File: config.mk
export PLATFORM = sky130hd
export DESIGN_NAME = hbc_top
export DESIGN_NICKNAME = d
export VERILOG_FILES = /design/src/hdl/hbc_pkg.sv /design/src/hdl/hbc_bridge.sv /design/src/hdl/hbc_switch.sv /design/src/hdl/hbc_top.sv
export SDC_FILE = /design/constraint.sdc
export NUM_CORES = 1
export LEC_CHECK = 0
export ABC_CLOCK_PERIOD_IN_PS = 2100
export BUFFER_PORTS_ARGS = -buffer_cell sky130_fd_sc_hd__buf_2
export CELL_PAD_IN_SITES_DETAIL_PLACEMENT = 0
export CELL_PAD_IN_SITES_GLOBAL_PLACEMENT = 1
export CORE_MARGIN = 4
export CORE_UTILIZATION = 32
export CTS_CLUSTER_SIZE = 8
export DETAILED_ROUTE_END_ITERATION = 12
export GPL_TIMING_DRIVEN = 1
export PLACE_DENSITY_LB_ADDON = 0.1
export SYNTH_ARGS = -nofsm -noshare
export SYNTH_HDL_FRONTEND = slang
export SYNTH_SLANG_ARGS = --single-unit
File: constraint.sdc
create_clock -name aclk -period 2.1 [get_ports aclk]
set_clock_uncertainty 0.1 [all_clocks]
set_input_delay 0.105 -clock aclk [delete_from_list [all_inputs] [get_ports aclk]]
set_output_delay 0.105 -clock aclk [all_outputs]
set_load 0.005 [all_outputs]
File: src/hdl/hbc_pkg.sv
// constants and register map of the half-bridge and high-side control block
`default_nettype none

package hbc_pkg;

	// ======================================================
	// register indices; byte address is four times the index
	localparam logic [7:0] HB_OUT_IDX   = 8'h01;
	localparam logic [7:0] HS_OUT_IDX   = 8'h02;
	localparam logic [7:0] HB_SCTL_IDX  = 8'h08;
	localparam logic [7:0] HS_STAT_IDX  = 8'h09;
	localparam logic [7:0] SYS_CTL_IDX  = 8'h0a;
	localparam logic [7:0] IRQ_FLAG_IDX = 8'h0b;
	localparam logic [7:0] IRQ_MASK_IDX = 8'h0c;
	localparam logic [7:0] AMUX_CTL_IDX = 8'h0d;

	// ======================================================
	// field positions
	localparam int RECIRC_BIT  = 7;
	localparam int HS_PWM_LSB  = 3;
	localparam int PSE_BIT     = 0;
	localparam int HTS_LSB     = 1;
	localparam int VIS_BIT     = 3;
	localparam int LV_BIT      = 0;
	localparam int HV_BIT      = 1;
	localparam int HT_BIT      = 2;
	localparam int HOT_THRESHOLD_IRQ_ENABLE_BIT    = 2;
	localparam int CSA_BIT     = 0;

	localparam logic [7:0] REG_RESET = 8'h00;
	localparam logic [1:0] RESP_OKAY = 2'b00;
	localparam logic [1:0] RESP_ERR  = 2'b10;

	// ======================================================
	// break-before-make dead time
	localparam int CLK_NS   = 8;
	localparam int DEAD_NS  = 100;
	localparam int DEAD_CYC = (DEAD_NS + CLK_NS - 1) / CLK_NS;

	// byte address of a register index
	function automatic logic [7:0] reg_addr(input logic [7:0] idx);
		reg_addr = {idx[5:0], 2'b00};
	endfunction : reg_addr

endpackage : hbc_pkg

`default_nettype wire

File: src/hdl/hbc_bridge.sv
// one half-bridge: mode decode, trips and break-before-make
`default_nettype none
`timescale 1ns/1ps

module hbc_bridge
	import hbc_pkg::*;
(
	input  wire logic       aclk,
	input  wire logic       aresetn,
	input  wire logic [1:0] sel,       // {high, low} select
	input  wire logic       pwm_in,
	input  wire logic       recirc,
	input  wire logic       enable,
	input  wire logic       high_block,
	input  wire logic       oc_high,
	input  wire logic       oc_low,
	input  wire logic       clr,
	output logic            high_gate,
	output logic            low_gate,
	output logic            oc_event
);

	logic       trip_hi_r;
	logic       trip_lo_r;
	logic [3:0] dead_r;
	logic       hi_req;
	logic       lo_req;
	logic       dead_done;

	// mode decode and trips
	assign hi_req = enable && !high_block && !trip_hi_r && !oc_high &&
		(sel == 2'b10 || (sel == 2'b11 && pwm_in));
	assign lo_req = enable && !trip_lo_r && !oc_low &&
		(sel == 2'b01 || (sel == 2'b11 && recirc && !pwm_in));
	assign dead_done = (dead_r == 4'(DEAD_CYC));
	assign oc_event  = oc_high || oc_low;

	// overcurrent trips, set wins over clear
	always_ff @(posedge aclk) begin
		if (!aresetn) begin
			trip_hi_r <= 1'b0;
			trip_lo_r <= 1'b0;
		end else begin
			trip_hi_r <= oc_high || (trip_hi_r && !clr);
			trip_lo_r <= oc_low || (trip_lo_r && !clr);
		end
	end

	// dead-time counter runs while both FETs are off
	always_ff @(posedge aclk) begin
		if (!aresetn)
			dead_r <= 4'h0;
		else if (high_gate || low_gate)
			dead_r <= 4'h0;
		else if (!dead_done)
			dead_r <= dead_r + 4'h1;
	end

	// gate drive; a FET turns on only after the dead time
	always_ff @(posedge aclk) begin
		if (!aresetn) begin
			high_gate <= 1'b0;
			low_gate  <= 1'b0;
		end else begin
			high_gate <= hi_req && (high_gate ||
				(!low_gate && dead_done));
			low_gate  <= lo_req && (low_gate ||
				(!high_gate && dead_done));
		end
	end

endmodule : hbc_bridge

`default_nettype wire

File: src/hdl/hbc_switch.sv
// one high-side switch: on, PWM and inrush-limit modes
`default_nettype none
`timescale 1ns/1ps

module hbc_switch
	import hbc_pkg::*;
(
	input  wire logic aclk,
	input  wire logic aresetn,
	input  wire logic on_bit,
	input  wire logic pwm_bit,
	input  wire logic pwm_in,
	input  wire logic enable,
	input  wire logic oc,
	input  wire logic clr,
	output logic      gate,
	output logic      oc_event
);

	logic pwm_d_r;
	logic trip_r;
	logic rise;
	logic trip_eff;

	assign rise     = pwm_in && !pwm_d_r;
	// a PWM rising edge restarts the output in PWM mode
	assign trip_eff = trip_r && !(rise && pwm_bit && !on_bit);
	assign oc_event = oc && enable && (on_bit || pwm_bit);

	// previous PWM level for edge detection
	always_ff @(posedge aclk) begin
		if (!aresetn)
			pwm_d_r <= 1'b0;
		else
			pwm_d_r <= pwm_in;
	end

	// trip latch; limit mode never trips, set wins over clear
	always_ff @(posedge aclk) begin
		if (!aresetn)
			trip_r <= 1'b0;
		else
			trip_r <= (oc_event && !(on_bit && pwm_bit)) ||
				(trip_eff && !clr);
	end

	// gate drive per mode
	always_ff @(posedge aclk) begin
		if (!aresetn)
			gate <= 1'b0;
		else if (!enable)
			gate <= 1'b0;
		else case ({pwm_bit, on_bit})
			2'b01:   gate <= !trip_eff && !oc;
			2'b10:   gate <= pwm_in && !trip_eff && !oc;
			2'b11:   gate <= 1'b1;
			default: gate <= 1'b0;
		endcase
	end

endmodule : hbc_switch

`default_nettype wire

File: src/hdl/hbc_top.sv
// half-bridge and high-side control with AXI4-Lite registers
`default_nettype none
`timescale 1ns/1ps

module hbc_top
	import hbc_pkg::*;
(
	input  wire logic       aclk,
	input  wire logic       aresetn,
	input  wire logic [7:0] s_axi_awaddr,
	input  wire logic       s_axi_awvalid,
	output logic            s_axi_awready,
	input  wire logic [31:0] s_axi_wdata,
	input  wire logic [3:0] s_axi_wstrb,
	input  wire logic       s_axi_wvalid,
	output logic            s_axi_wready,
	output logic [1:0]      s_axi_bresp,
	output logic            s_axi_bvalid,
	input  wire logic       s_axi_bready,
	input  wire logic [7:0] s_axi_araddr,
	input  wire logic       s_axi_arvalid,
	output logic            s_axi_arready,
	output logic [31:0]     s_axi_rdata,
	output logic [1:0]      s_axi_rresp,
	output logic            s_axi_rvalid,
	input  wire logic       s_axi_rready,
	input  wire logic       pwm_in,
	input  wire logic       temp_first_hit,
	input  wire logic       temp_second_hit,
	input  wire logic       low_supply_hit,
	input  wire logic       high_supply_hit,
	input  wire logic [3:0] bridge_oc_high,
	input  wire logic [3:0] bridge_oc_low,
	input  wire logic [2:0] switch_oc,
	output logic [3:0]      bridge_high_gate,
	output logic [3:0]      bridge_low_gate,
	output logic [2:0]      switch_gate,
	output logic            aux_stage_enable,
	output logic            hot_irq,
	output logic            sense_gain_low
);

	// ======================================================
	// register state
	logic [7:0] hb_out_r;      // half_bridge_output_select
	logic [5:0] hs_out_r;      // {pwm[2:0], on[2:0]}
	logic       recirc_r;      // recirculation_mode
	logic [3:0] bocf_r;        // bridge_overcurrent_flag
	logic [2:0] socf_r;        // side_switch_overcurrent_flag
	logic       pse_r;         // power_stage_enable
	logic [1:0] hts_r;         // hot_shutdown_select
	logic       vis_r;         // voltage_shutdown_select
	logic       lv_r;          // low_supply_flag
	logic       hv_r;          // high_supply_flag
	logic       ht_r;          // hot_threshold_flag
	logic       hot_threshold_irq_enable_r;        // hot_threshold_irq_enable
	logic       csa_r;         // sense_gain_select
	logic [7:0] rd_mux;
	logic [3:0] bocf_set;
	logic [2:0] socf_set;
	logic [3:0] bclr;
	logic [2:0] sclr;
	logic       wr_go;
	logic       ht_kill;
	logic       t2_kill;
	logic       v_kill;
	logic       bridge_en;
	logic       switch_en;

	// ======================================================
	// protection decisions
	assign ht_kill   = ht_r && (hts_r != 2'b00);
	assign t2_kill   = (hts_r == 2'b00) && temp_second_hit;
	assign v_kill    = (lv_r || hv_r) && !vis_r;
	assign bridge_en = pse_r && !v_kill && !t2_kill;
	assign switch_en = pse_r && !v_kill && !t2_kill && !ht_kill;
	assign hot_irq   = ht_r && hot_threshold_irq_enable_r;
	assign sense_gain_low = csa_r;

	// stages outside this block share the stage enable
	always_ff @(posedge aclk) begin
		if (!aresetn)
			aux_stage_enable <= 1'b0;
		else
			aux_stage_enable <= pse_r && !t2_kill;
	end

	// ======================================================
	// AXI4-Lite write channel
	function automatic logic mapped(input logic [7:0] a);
		mapped = (a == reg_addr(HB_OUT_IDX))  || (a == reg_addr(HS_OUT_IDX))
		      || (a == reg_addr(HB_SCTL_IDX)) || (a == reg_addr(HS_STAT_IDX))
		      || (a == reg_addr(SYS_CTL_IDX)) || (a == reg_addr(IRQ_FLAG_IDX))
		      || (a == reg_addr(IRQ_MASK_IDX))
		      || (a == reg_addr(AMUX_CTL_IDX));
	endfunction : mapped

	function automatic logic wr_hit(input logic [7:0] idx);
		wr_hit = wr_go && s_axi_wstrb[0] && (s_axi_awaddr == reg_addr(idx));
	endfunction : wr_hit

	// address and data are taken together
	assign wr_go         = s_axi_awvalid && s_axi_wvalid && !s_axi_bvalid;
	assign s_axi_awready = wr_go;
	assign s_axi_wready  = wr_go;

	// write response one cycle after the take
	always_ff @(posedge aclk) begin
		if (!aresetn) begin
			s_axi_bvalid <= 1'b0;
			s_axi_bresp  <= RESP_OKAY;
		end else if (wr_go) begin
			s_axi_bvalid <= 1'b1;
			s_axi_bresp  <= mapped(s_axi_awaddr) ? RESP_OKAY : RESP_ERR;
		end else if (s_axi_bready) begin
			s_axi_bvalid <= 1'b0;
		end
	end

	// plain control registers
	always_ff @(posedge aclk) begin
		if (!aresetn) begin
			hb_out_r <= REG_RESET;
			hs_out_r <= REG_RESET[5:0];
			recirc_r <= REG_RESET[RECIRC_BIT];
			pse_r    <= REG_RESET[PSE_BIT];
			hts_r    <= REG_RESET[HTS_LSB +: 2];
			vis_r    <= REG_RESET[VIS_BIT];
			hot_threshold_irq_enable_r   <= REG_RESET[HOT_THRESHOLD_IRQ_ENABLE_BIT];
			csa_r    <= REG_RESET[CSA_BIT];
		end else begin
			if (wr_hit(HB_OUT_IDX))
				hb_out_r <= s_axi_wdata[7:0];
			if (wr_hit(HS_OUT_IDX))
				hs_out_r <= s_axi_wdata[5:0];
			if (wr_hit(HB_SCTL_IDX))
				recirc_r <= s_axi_wdata[RECIRC_BIT];
			if (wr_hit(SYS_CTL_IDX)) begin
				pse_r <= s_axi_wdata[PSE_BIT];
				hts_r <= s_axi_wdata[HTS_LSB +: 2];
				vis_r <= s_axi_wdata[VIS_BIT];
			end
			if (wr_hit(IRQ_MASK_IDX))
				hot_threshold_irq_enable_r <= s_axi_wdata[HOT_THRESHOLD_IRQ_ENABLE_BIT];
			if (wr_hit(AMUX_CTL_IDX))
				csa_r <= s_axi_wdata[CSA_BIT];
		end
	end

	// ======================================================
	// write-1-to-clear flags; a new event wins over the clear
	assign bclr = wr_hit(HB_SCTL_IDX) ? s_axi_wdata[3:0] : 4'h0;
	assign sclr = wr_hit(HS_STAT_IDX) ? s_axi_wdata[2:0] : 3'h0;

	always_ff @(posedge aclk) begin
		if (!aresetn) begin
			bocf_r <= REG_RESET[3:0];
			socf_r <= REG_RESET[2:0];
		end else begin
			bocf_r <= bocf_set | (bocf_r & ~bclr);
			socf_r <= socf_set | (socf_r & ~sclr);
		end
	end

	// supply and temperature flags stay while the cause persists
	always_ff @(posedge aclk) begin
		if (!aresetn) begin
			lv_r <= REG_RESET[LV_BIT];
			hv_r <= REG_RESET[HV_BIT];
			ht_r <= REG_RESET[HT_BIT];
		end else begin
			lv_r <= low_supply_hit || (lv_r &&
				!(wr_hit(IRQ_FLAG_IDX) && s_axi_wdata[LV_BIT]));
			hv_r <= high_supply_hit || (hv_r &&
				!(wr_hit(IRQ_FLAG_IDX) && s_axi_wdata[HV_BIT]));
			ht_r <= temp_first_hit || (ht_r &&
				!(wr_hit(IRQ_FLAG_IDX) && s_axi_wdata[HT_BIT]));
		end
	end

	// ======================================================
	// AXI4-Lite read channel
	always_comb begin
		rd_mux = 8'h00;
		case (s_axi_araddr)
			reg_addr(HB_OUT_IDX):   rd_mux = hb_out_r;
			reg_addr(HS_OUT_IDX):   rd_mux = {2'b00, hs_out_r};
			reg_addr(HB_SCTL_IDX):  rd_mux = {recirc_r, 3'b000, bocf_r};
			reg_addr(HS_STAT_IDX):  rd_mux = {5'h00, socf_r};
			reg_addr(SYS_CTL_IDX):  rd_mux = {4'h0, vis_r, hts_r, pse_r};
			reg_addr(IRQ_FLAG_IDX): rd_mux = {5'h00, ht_r, hv_r, lv_r};
			reg_addr(IRQ_MASK_IDX): rd_mux = {5'h00, hot_threshold_irq_enable_r, 2'b00};
			reg_addr(AMUX_CTL_IDX): rd_mux = {7'h00, csa_r};
			default:                rd_mux = 8'h00;
		endcase
	end

	assign s_axi_arready = !s_axi_rvalid;

	// read data registered, one cycle after the take
	always_ff @(posedge aclk) begin
		if (!aresetn) begin
			s_axi_rvalid <= 1'b0;
			s_axi_rdata  <= 32'h0000_0000;
			s_axi_rresp  <= RESP_OKAY;
		end else if (s_axi_arvalid && s_axi_arready) begin
			s_axi_rvalid <= 1'b1;
			s_axi_rdata  <= {24'h00_0000, rd_mux};
			s_axi_rresp  <= mapped(s_axi_araddr) ? RESP_OKAY : RESP_ERR;
		end else if (s_axi_rready) begin
			s_axi_rvalid <= 1'b0;
		end
	end

	// ======================================================
	// output stages
	for (genvar i = 0; i < 4; i++) begin : g_bridge
		hbc_bridge u_bridge (
			.aclk       (aclk),
			.aresetn    (aresetn),
			.sel        (hb_out_r[2*i +: 2]),
			.pwm_in     (pwm_in),
			.recirc     (recirc_r),
			.enable     (bridge_en),
			.high_block (ht_kill),
			.oc_high    (bridge_oc_high[i]),
			.oc_low     (bridge_oc_low[i]),
			.clr        (bclr[i]),
			.high_gate  (bridge_high_gate[i]),
			.low_gate   (bridge_low_gate[i]),
			.oc_event   (bocf_set[i])
		);
	end

	for (genvar j = 0; j < 3; j++) begin : g_switch
		hbc_switch u_switch (
			.aclk     (aclk),
			.aresetn  (aresetn),
			.on_bit   (hs_out_r[j]),
			.pwm_bit  (hs_out_r[HS_PWM_LSB + j]),
			.pwm_in   (pwm_in),
			.enable   (switch_en),
			.oc       (switch_oc[j]),
			.clr      (sclr[j]),
			.gate     (switch_gate[j]),
			.oc_event (socf_set[j])
		);
	end
endmodule : hbc_top

`default_nettype wire

== Word level (Yosys, flattened, before mapping) ==
Index checks and enable logic that the tools add are counted.
Widths: inputs -> output; s select.

* Latch bits: 0
* Memory bits (writable): 0
* Logic and storage cells: 352
* Bits in read-only memories: 0
* Output and inout port bits: 55
* Memories kept: 0
* Flip-flop bits (word level): 85
* Bits of input ports: 75

* Shift-type cells: 0
* Equality and inequality tests: 41
* Bitwise operators: 7
* $add $sub $neg: 4
* Muxes and demuxes: 12
* Div/mod/pow operators: 0
* Magnitude comparators: 0
* Reductions and logical operators: 242
* Multipliers: 0

{| class="wikitable"
|+ Operators with widths
! operator !! number
|-
| $logic_and 1x1->1 || 120
|-
| $eq 8x6->1 const B || 12
|-
| $pmux 8 s8 || 1
|-
| $logic_not 1->1 || 57
|-
| $logic_or 1x1->1 || 56
|-
| $eq 2x2->1 const B || 14
|-
| $add 4x1->4 const B || 4
|-
| $eq 4x4->1 const B || 4
|-
| $eq 8x3->1 const B || 2
|-
| $eq 8x4->1 const B || 2
|-
| $eq 2x1->1 const B || 7
|-
| $pmux 1 s3 || 3
|-
| $reduce_or 2->1 || 4
|-
| $reduce_bool 2->1 || 3
|-
| $and 4x4->4 || 1
|-
| $mux 1 || 4
|-
| $mux 2 || 2
|-
| $mux 4 || 1
|-
| $not 4->4 || 1
|-
| $or 4x4->4 || 1
|-
| $and 3x3->3 || 1
|-
| $mux 3 || 1
|-
| $not 3->3 || 1
|-
| $or 3x3->3 || 1
|-
| other kinds (3) || 3
|}

== Logic depth before layout (Yosys ltp) ==
* Depth after elaboration: 10
* Depth in mapped cells: 6
* Mapped depth without buffers: 6

== Modules after synthesis ==
Synthesis repeated with hierarchy kept, for this count alone.

* Cell total of the unflattened synthesis: 497
* Area, all modules: 4341.7 um^2

{| class="wikitable"
|+ Modules (own cells, without submodules)
! module !! cells an instance !! area each (um^2) !! times used !! seq. area each (um^2)
|-
| hbc_top || 280 || 2306.0 || 1 || 880.8
|-
| hbc_bridge || 40 || 365.4 || 4 || 160.2
|-
| hbc_switch || 19 || 191.4 || 3 || 60.1
|}

== Least setup slack after synthesis ==
No wires, ideal clock.

* Path type: reg-to-reg
* Start point: reg s_axi_bvalid
* End point: reg hts_r[0]
* Required time: 1928 ps
* Path buffers: 0
* Cell stages (with the launch flop): 5
* Library setup time: 72 ps
* Arrival time: 1520 ps
* Clock period less this slack: 1692 ps
* Slack: 408 ps
* Cell sequence: dfxtp_1 > nand3b_1 > nor4_4 > nor3b_4 > mux2i_1

* Word-level cells in the longest chain between the ends: 4

{| class="wikitable"
|+ RTL lines
! item !! RTL line !! RTL
|-
| start, declared || hbc_top.sv:18 || <nowiki>output logic s_axi_bvalid,</nowiki>
|-
| start signal, assigned || hbc_top.sv:110 || <nowiki>s_axi_bvalid <= 1'b0;</nowiki>
|-
| start signal, assigned || hbc_top.sv:113 || <nowiki>s_axi_bvalid <= 1'b1;</nowiki>
|-
| start signal, assigned || hbc_top.sv:116 || <nowiki>s_axi_bvalid <= 1'b0;</nowiki>
|-
| $logic_not 1->1 || hbc_top.sv:103 || <nowiki>assign wr_go = s_axi_awvalid && s_axi_wvalid && !s_axi_bvalid;</nowiki>
|-
| $logic_and 1x1->1 || hbc_top.sv:103 ||
|-
| $logic_and 1x1->1 (2 in series) || hbc_top.sv:99 || <nowiki>wr_hit = wr_go && s_axi_wstrb[0] && (s_axi_awaddr == reg_addr(idx));</nowiki>
|-
| end signal, assigned || hbc_top.sv:127 || <nowiki>hts_r <= REG_RESET[HTS_LSB +: 2];</nowiki>
|-
| end signal, assigned || hbc_top.sv:140 || <nowiki>hts_r <= s_axi_wdata[HTS_LSB +: 2];</nowiki>
|-
| end, declared || hbc_top.sv:51 || <nowiki>logic [1:0] hts_r;</nowiki>
|}

No other way between the ends.
A chain may end at the register's enable or synchronous reset.

== Worst setup path after layout ==
* Start point: in s_axi_araddr[7]
* End point: reg s_axi_rdata[7]

* Word-level cells in the longest chain between the ends: 2
* Elaborated cells on any way between the ends: 9
* Classes of those cells: eq/ne (8); mux (1)

{| class="wikitable"
|+ RTL lines
! item !! RTL line !! RTL
|-
| start, declared || hbc_top.sv:20 || <nowiki>input wire logic [7:0] s_axi_araddr,</nowiki>
|-
| $eq 8x6->1, or another cell as far along || hbc_top.sv:185 || <nowiki>case (s_axi_araddr)</nowiki>
|-
| $pmux 8 s8 (*) || hbc_top.sv:185 ||
|-
| end signal, assigned || hbc_top.sv:208 || <nowiki>s_axi_rdata <= {24'h00_0000, rd_mux};</nowiki>
|-
| end, declared || hbc_top.sv:23 || <nowiki>output logic [31:0] s_axi_rdata,</nowiki>
|}

Mark *: on every way between the ends. The rest lies on a longest branch, timed or not.

==> impl_metrics.yaml <==
grt:
  antenna_found_initial: 0
  grt_max_degree: 25
  globalRouteOverflowTotal: 0
  track_usage_pct: 16.60
  grt_pass1_wl_um: 19580
  grt_pass1_vias: 3800
route:
  viasPerCell: 4.970
  drc: 0
  drtAntennaViolNets: 0
  routed-via-count: 3911
  wl_um: 12330
  post_drt_wl_per_cell_um: 15.67
  drtPass1Iterations: 4
  drt_iter0_drc: 263
timing:
  fin_ws_ns: 0.1700
  timing.final.crit_share_pct: 91.90
  tns_ns: 0
  max_freq_ghz: 0.5181
  rsz0062_at_grt: "false"
  slew_headroom_pct: 60.70
  max_slew.worst_pin.slew_ns: 0.5894
  hold_violations: 0
  setup_viol: 0
  final_max_slew_viol_count: 0
  min_period_ns: 1.930
critical_path:
  worstPathCellList: "dlygate4sd3_1 > buf_2 > or4_4 > a2111oi_2 > o21ai_0 > a21oi_1"
  r2r_slack_ns: 0.27
  crit_path_top_delay_cell: "dlygate4sd3_1"
  max_stage_delay_ns: 0.54
  crit_fanout: 4
  cp.required_ns: 2.27
  cp.arrival_ns: 2.10
  critPathBufInv: 2
  startpoint_type: "input pin"
  end_kind: "flop"
  crit_family: "compound AO/OA/AOI/OAI gates"
  crit_type: "in2reg"
placement:
  hpwl_um: 9327
  placed_area_um2: 4733
  dp_slack_ns: 0.2910
  dp.cells: 744
  gp_congestion: 0.7969
  port_buffers: 76
clocking:
  numCtsBuffers: 9
  h-tree-depth: 3
  postCtsSetupBuffers: 0
  tritoncts: "yes"
  root_buffer: "clkbuf_16"
  cts_num_sinks: 83
  cts.path.max_buffers: 2
  clkLatencyLatePin_ns: 0.34
  cts-resized-gates: 0
  clk_pin_slew_worst_paths_ns: 0.06
logic_synthesis:
  yosys_warnings: 0
  synth_ff_type: "dfxtp_1"
  synth_edf_count: 0
  synth_top_cell_by_area: "dfxtp_1"
  synthCells: 511
  ys_seq_area_share_pct: 38.55
  avgSynthCellArea_um2: 8.435
  syn_area_um2: 4310
  synthTopCellsByArea: "dfxtp_1, buf_4, ha_1"
  synth_top_area_share_pct: 38.55
  yosysUniqueCellTypes: 60
  synth-async-reset-ratio_pct: 0
  synth-seq-cells: 83
layout:
  fin_nets: 698
  syn_to_final_growth_pct: 23.11
  final_cells: 787
  drive_gt1_share_pct: 18.82
  nFillCells: 1394
  num_antenna_cells: 0
  stdcell_area_um2: 5306
floorplanning:
  fp.dieH_um: 124.1
  die_w_um: 124.1
  die-area_um2: 15390
  core_area_um2: 13240
  start_util_pct: 32.55
  rows: 42
  num_io_pins: 130
flow_run:
  cap_violations: 0
power_and_ir_drop:
  peakVddDrop_v: 0.0004383
  power_density_nw_per_um2: 685.7
  leakage_uw: 0.002167
min_path:
  hp-class: "in2reg"
run_status:
  outcome: "finished, final reports clean"
## stage by stage
step	total power [uW]	hold WS (ns)	utilization, %
after floorplan	1910	0.1061	-
after global placement	2013	0.2408	35.74
after detailed placement	2018	0.2400	35.74
after CTS	3684	0.003707	40.07
after global routing	3806	0.03739	40.07
final	3639	0.01759	40.07
## worst register-to-register path, delay by kind of cell (launching register included)
family          cells  cell delay, ns
compound gates      2            0.35
flops               1            0.32
simple gates        2            0.94
## final timing paths
path | startpoint | to | cells after the start
worst max register to register | s_axi_bvalid | hb_out_r[4] | 4
worst max-delay path | s_axi_araddr[7] | s_axi_rdata[7] | 6
worst min register to register | s_axi_rdata[7] | s_axi_rdata[7] | 2
worst min-delay path | s_axi_awaddr[4] | sense_gain_low | 3
## report_power, final
| group | switching [uW] | leakage [uW] | internal [uW] |
|---|---|---|---|
| logic | 192 | 0.00135 | 156 |
| clock network | 690 | 0.000134 | 927 |
| registers | 46.0 | 0.000678 | 1630 |
| total | 928 | 0.00217 | 2710 |
## area by class of cell
cell class	count	area, um^2	area share, %
Multi-Input combinational cell	376	2306	43.46
Clock buffer	9	225.2	4.244
Sequential cell	83	1662	31.31
Timing Repair Buffer	114	733.2	13.82
Clock inverter	7	77.57	1.462
Inverter	22	82.58	1.556
Tap cell	176	220.2	4.150
## metal layers
layer  GRT usage (%)  share of wire [%]  wire, um
met4           6.092                1.6       200
met2           27.30                 47      5818
met1           21.87                 47      5783
met3           2.816                4.3       528
met5               0                  0         0
## logic make-up after synthesis
group | share of synthesized area, %
fa+ha+maj | 4.935
compound gates | 19.04
xor+xnor | 1.829
mux | 2.845
flops | 38.55
simple gates | 22.58
other cells | 0.08700
buf+inv | 10.13
## state kept, by name, summed over array words and instances (netlist names), 2 cells and up
signal	flops
g_bridge.u_bridge.trip_hi_r	4
g_switch.u_switch.trip_r	3
g_switch.u_switch.gate	3
socf_r	3
hts_r	2
g_bridge.u_bridge.high_gate	4
hb_out_r	8
g_bridge.u_bridge.trip_lo_r	4
g_bridge.u_bridge.low_gate	4
bocf_r	4
g_bridge.u_bridge.dead_r	16
hs_out_r	6
s_axi_rdata	8
## what timing repair did
| item | 4_1_cts | 5_1_grt |
|---|---|---|
| endpoints found under the hold margin | 45 | 0 |
| hold buffers | 27 | 0 |
| setup endpoints to repair | 0 | 0 |
## cell usage in the layout (no fill, tap or decap), types with 10 or more instances in the layout
master,instances
conb_1,26
nor2_1,39
buf_4,11
dlygate4sd3_1,27
dfxtp_1,83
inv_1,22
o21ai_0,38
nor3_1,18
nand2_1,44
ha_1,17
nand3_1,30
buf_2,76
a21oi_1,27
nand2b_1,11
mux2i_1,10
## Yosys cell counts, drive strengths merged, types with 2 or more instances
master,number
a31oi,8
a211oi,5
and3,8
o31ai,3
mux2i,10
xnor2,8
nor2,39
dfxtp,83
nand2,44
and2,5
a311o,3
nand3,30
a22oi,3
buf,42
nand4,2
nor3,19
nor2b,9
a221oi,4
o41ai,5
a41oi,3
a21oi,27
nand2b,11
nor3b,5
nand3b,3
o21ai,38
a2111oi,3
o211ai,4
o2111ai,3
a31o,2
a32o,2
inv,22
or3,7
clkbuf,13
ha,17
No activity file was read; power rests on OpenSTA's default activity.
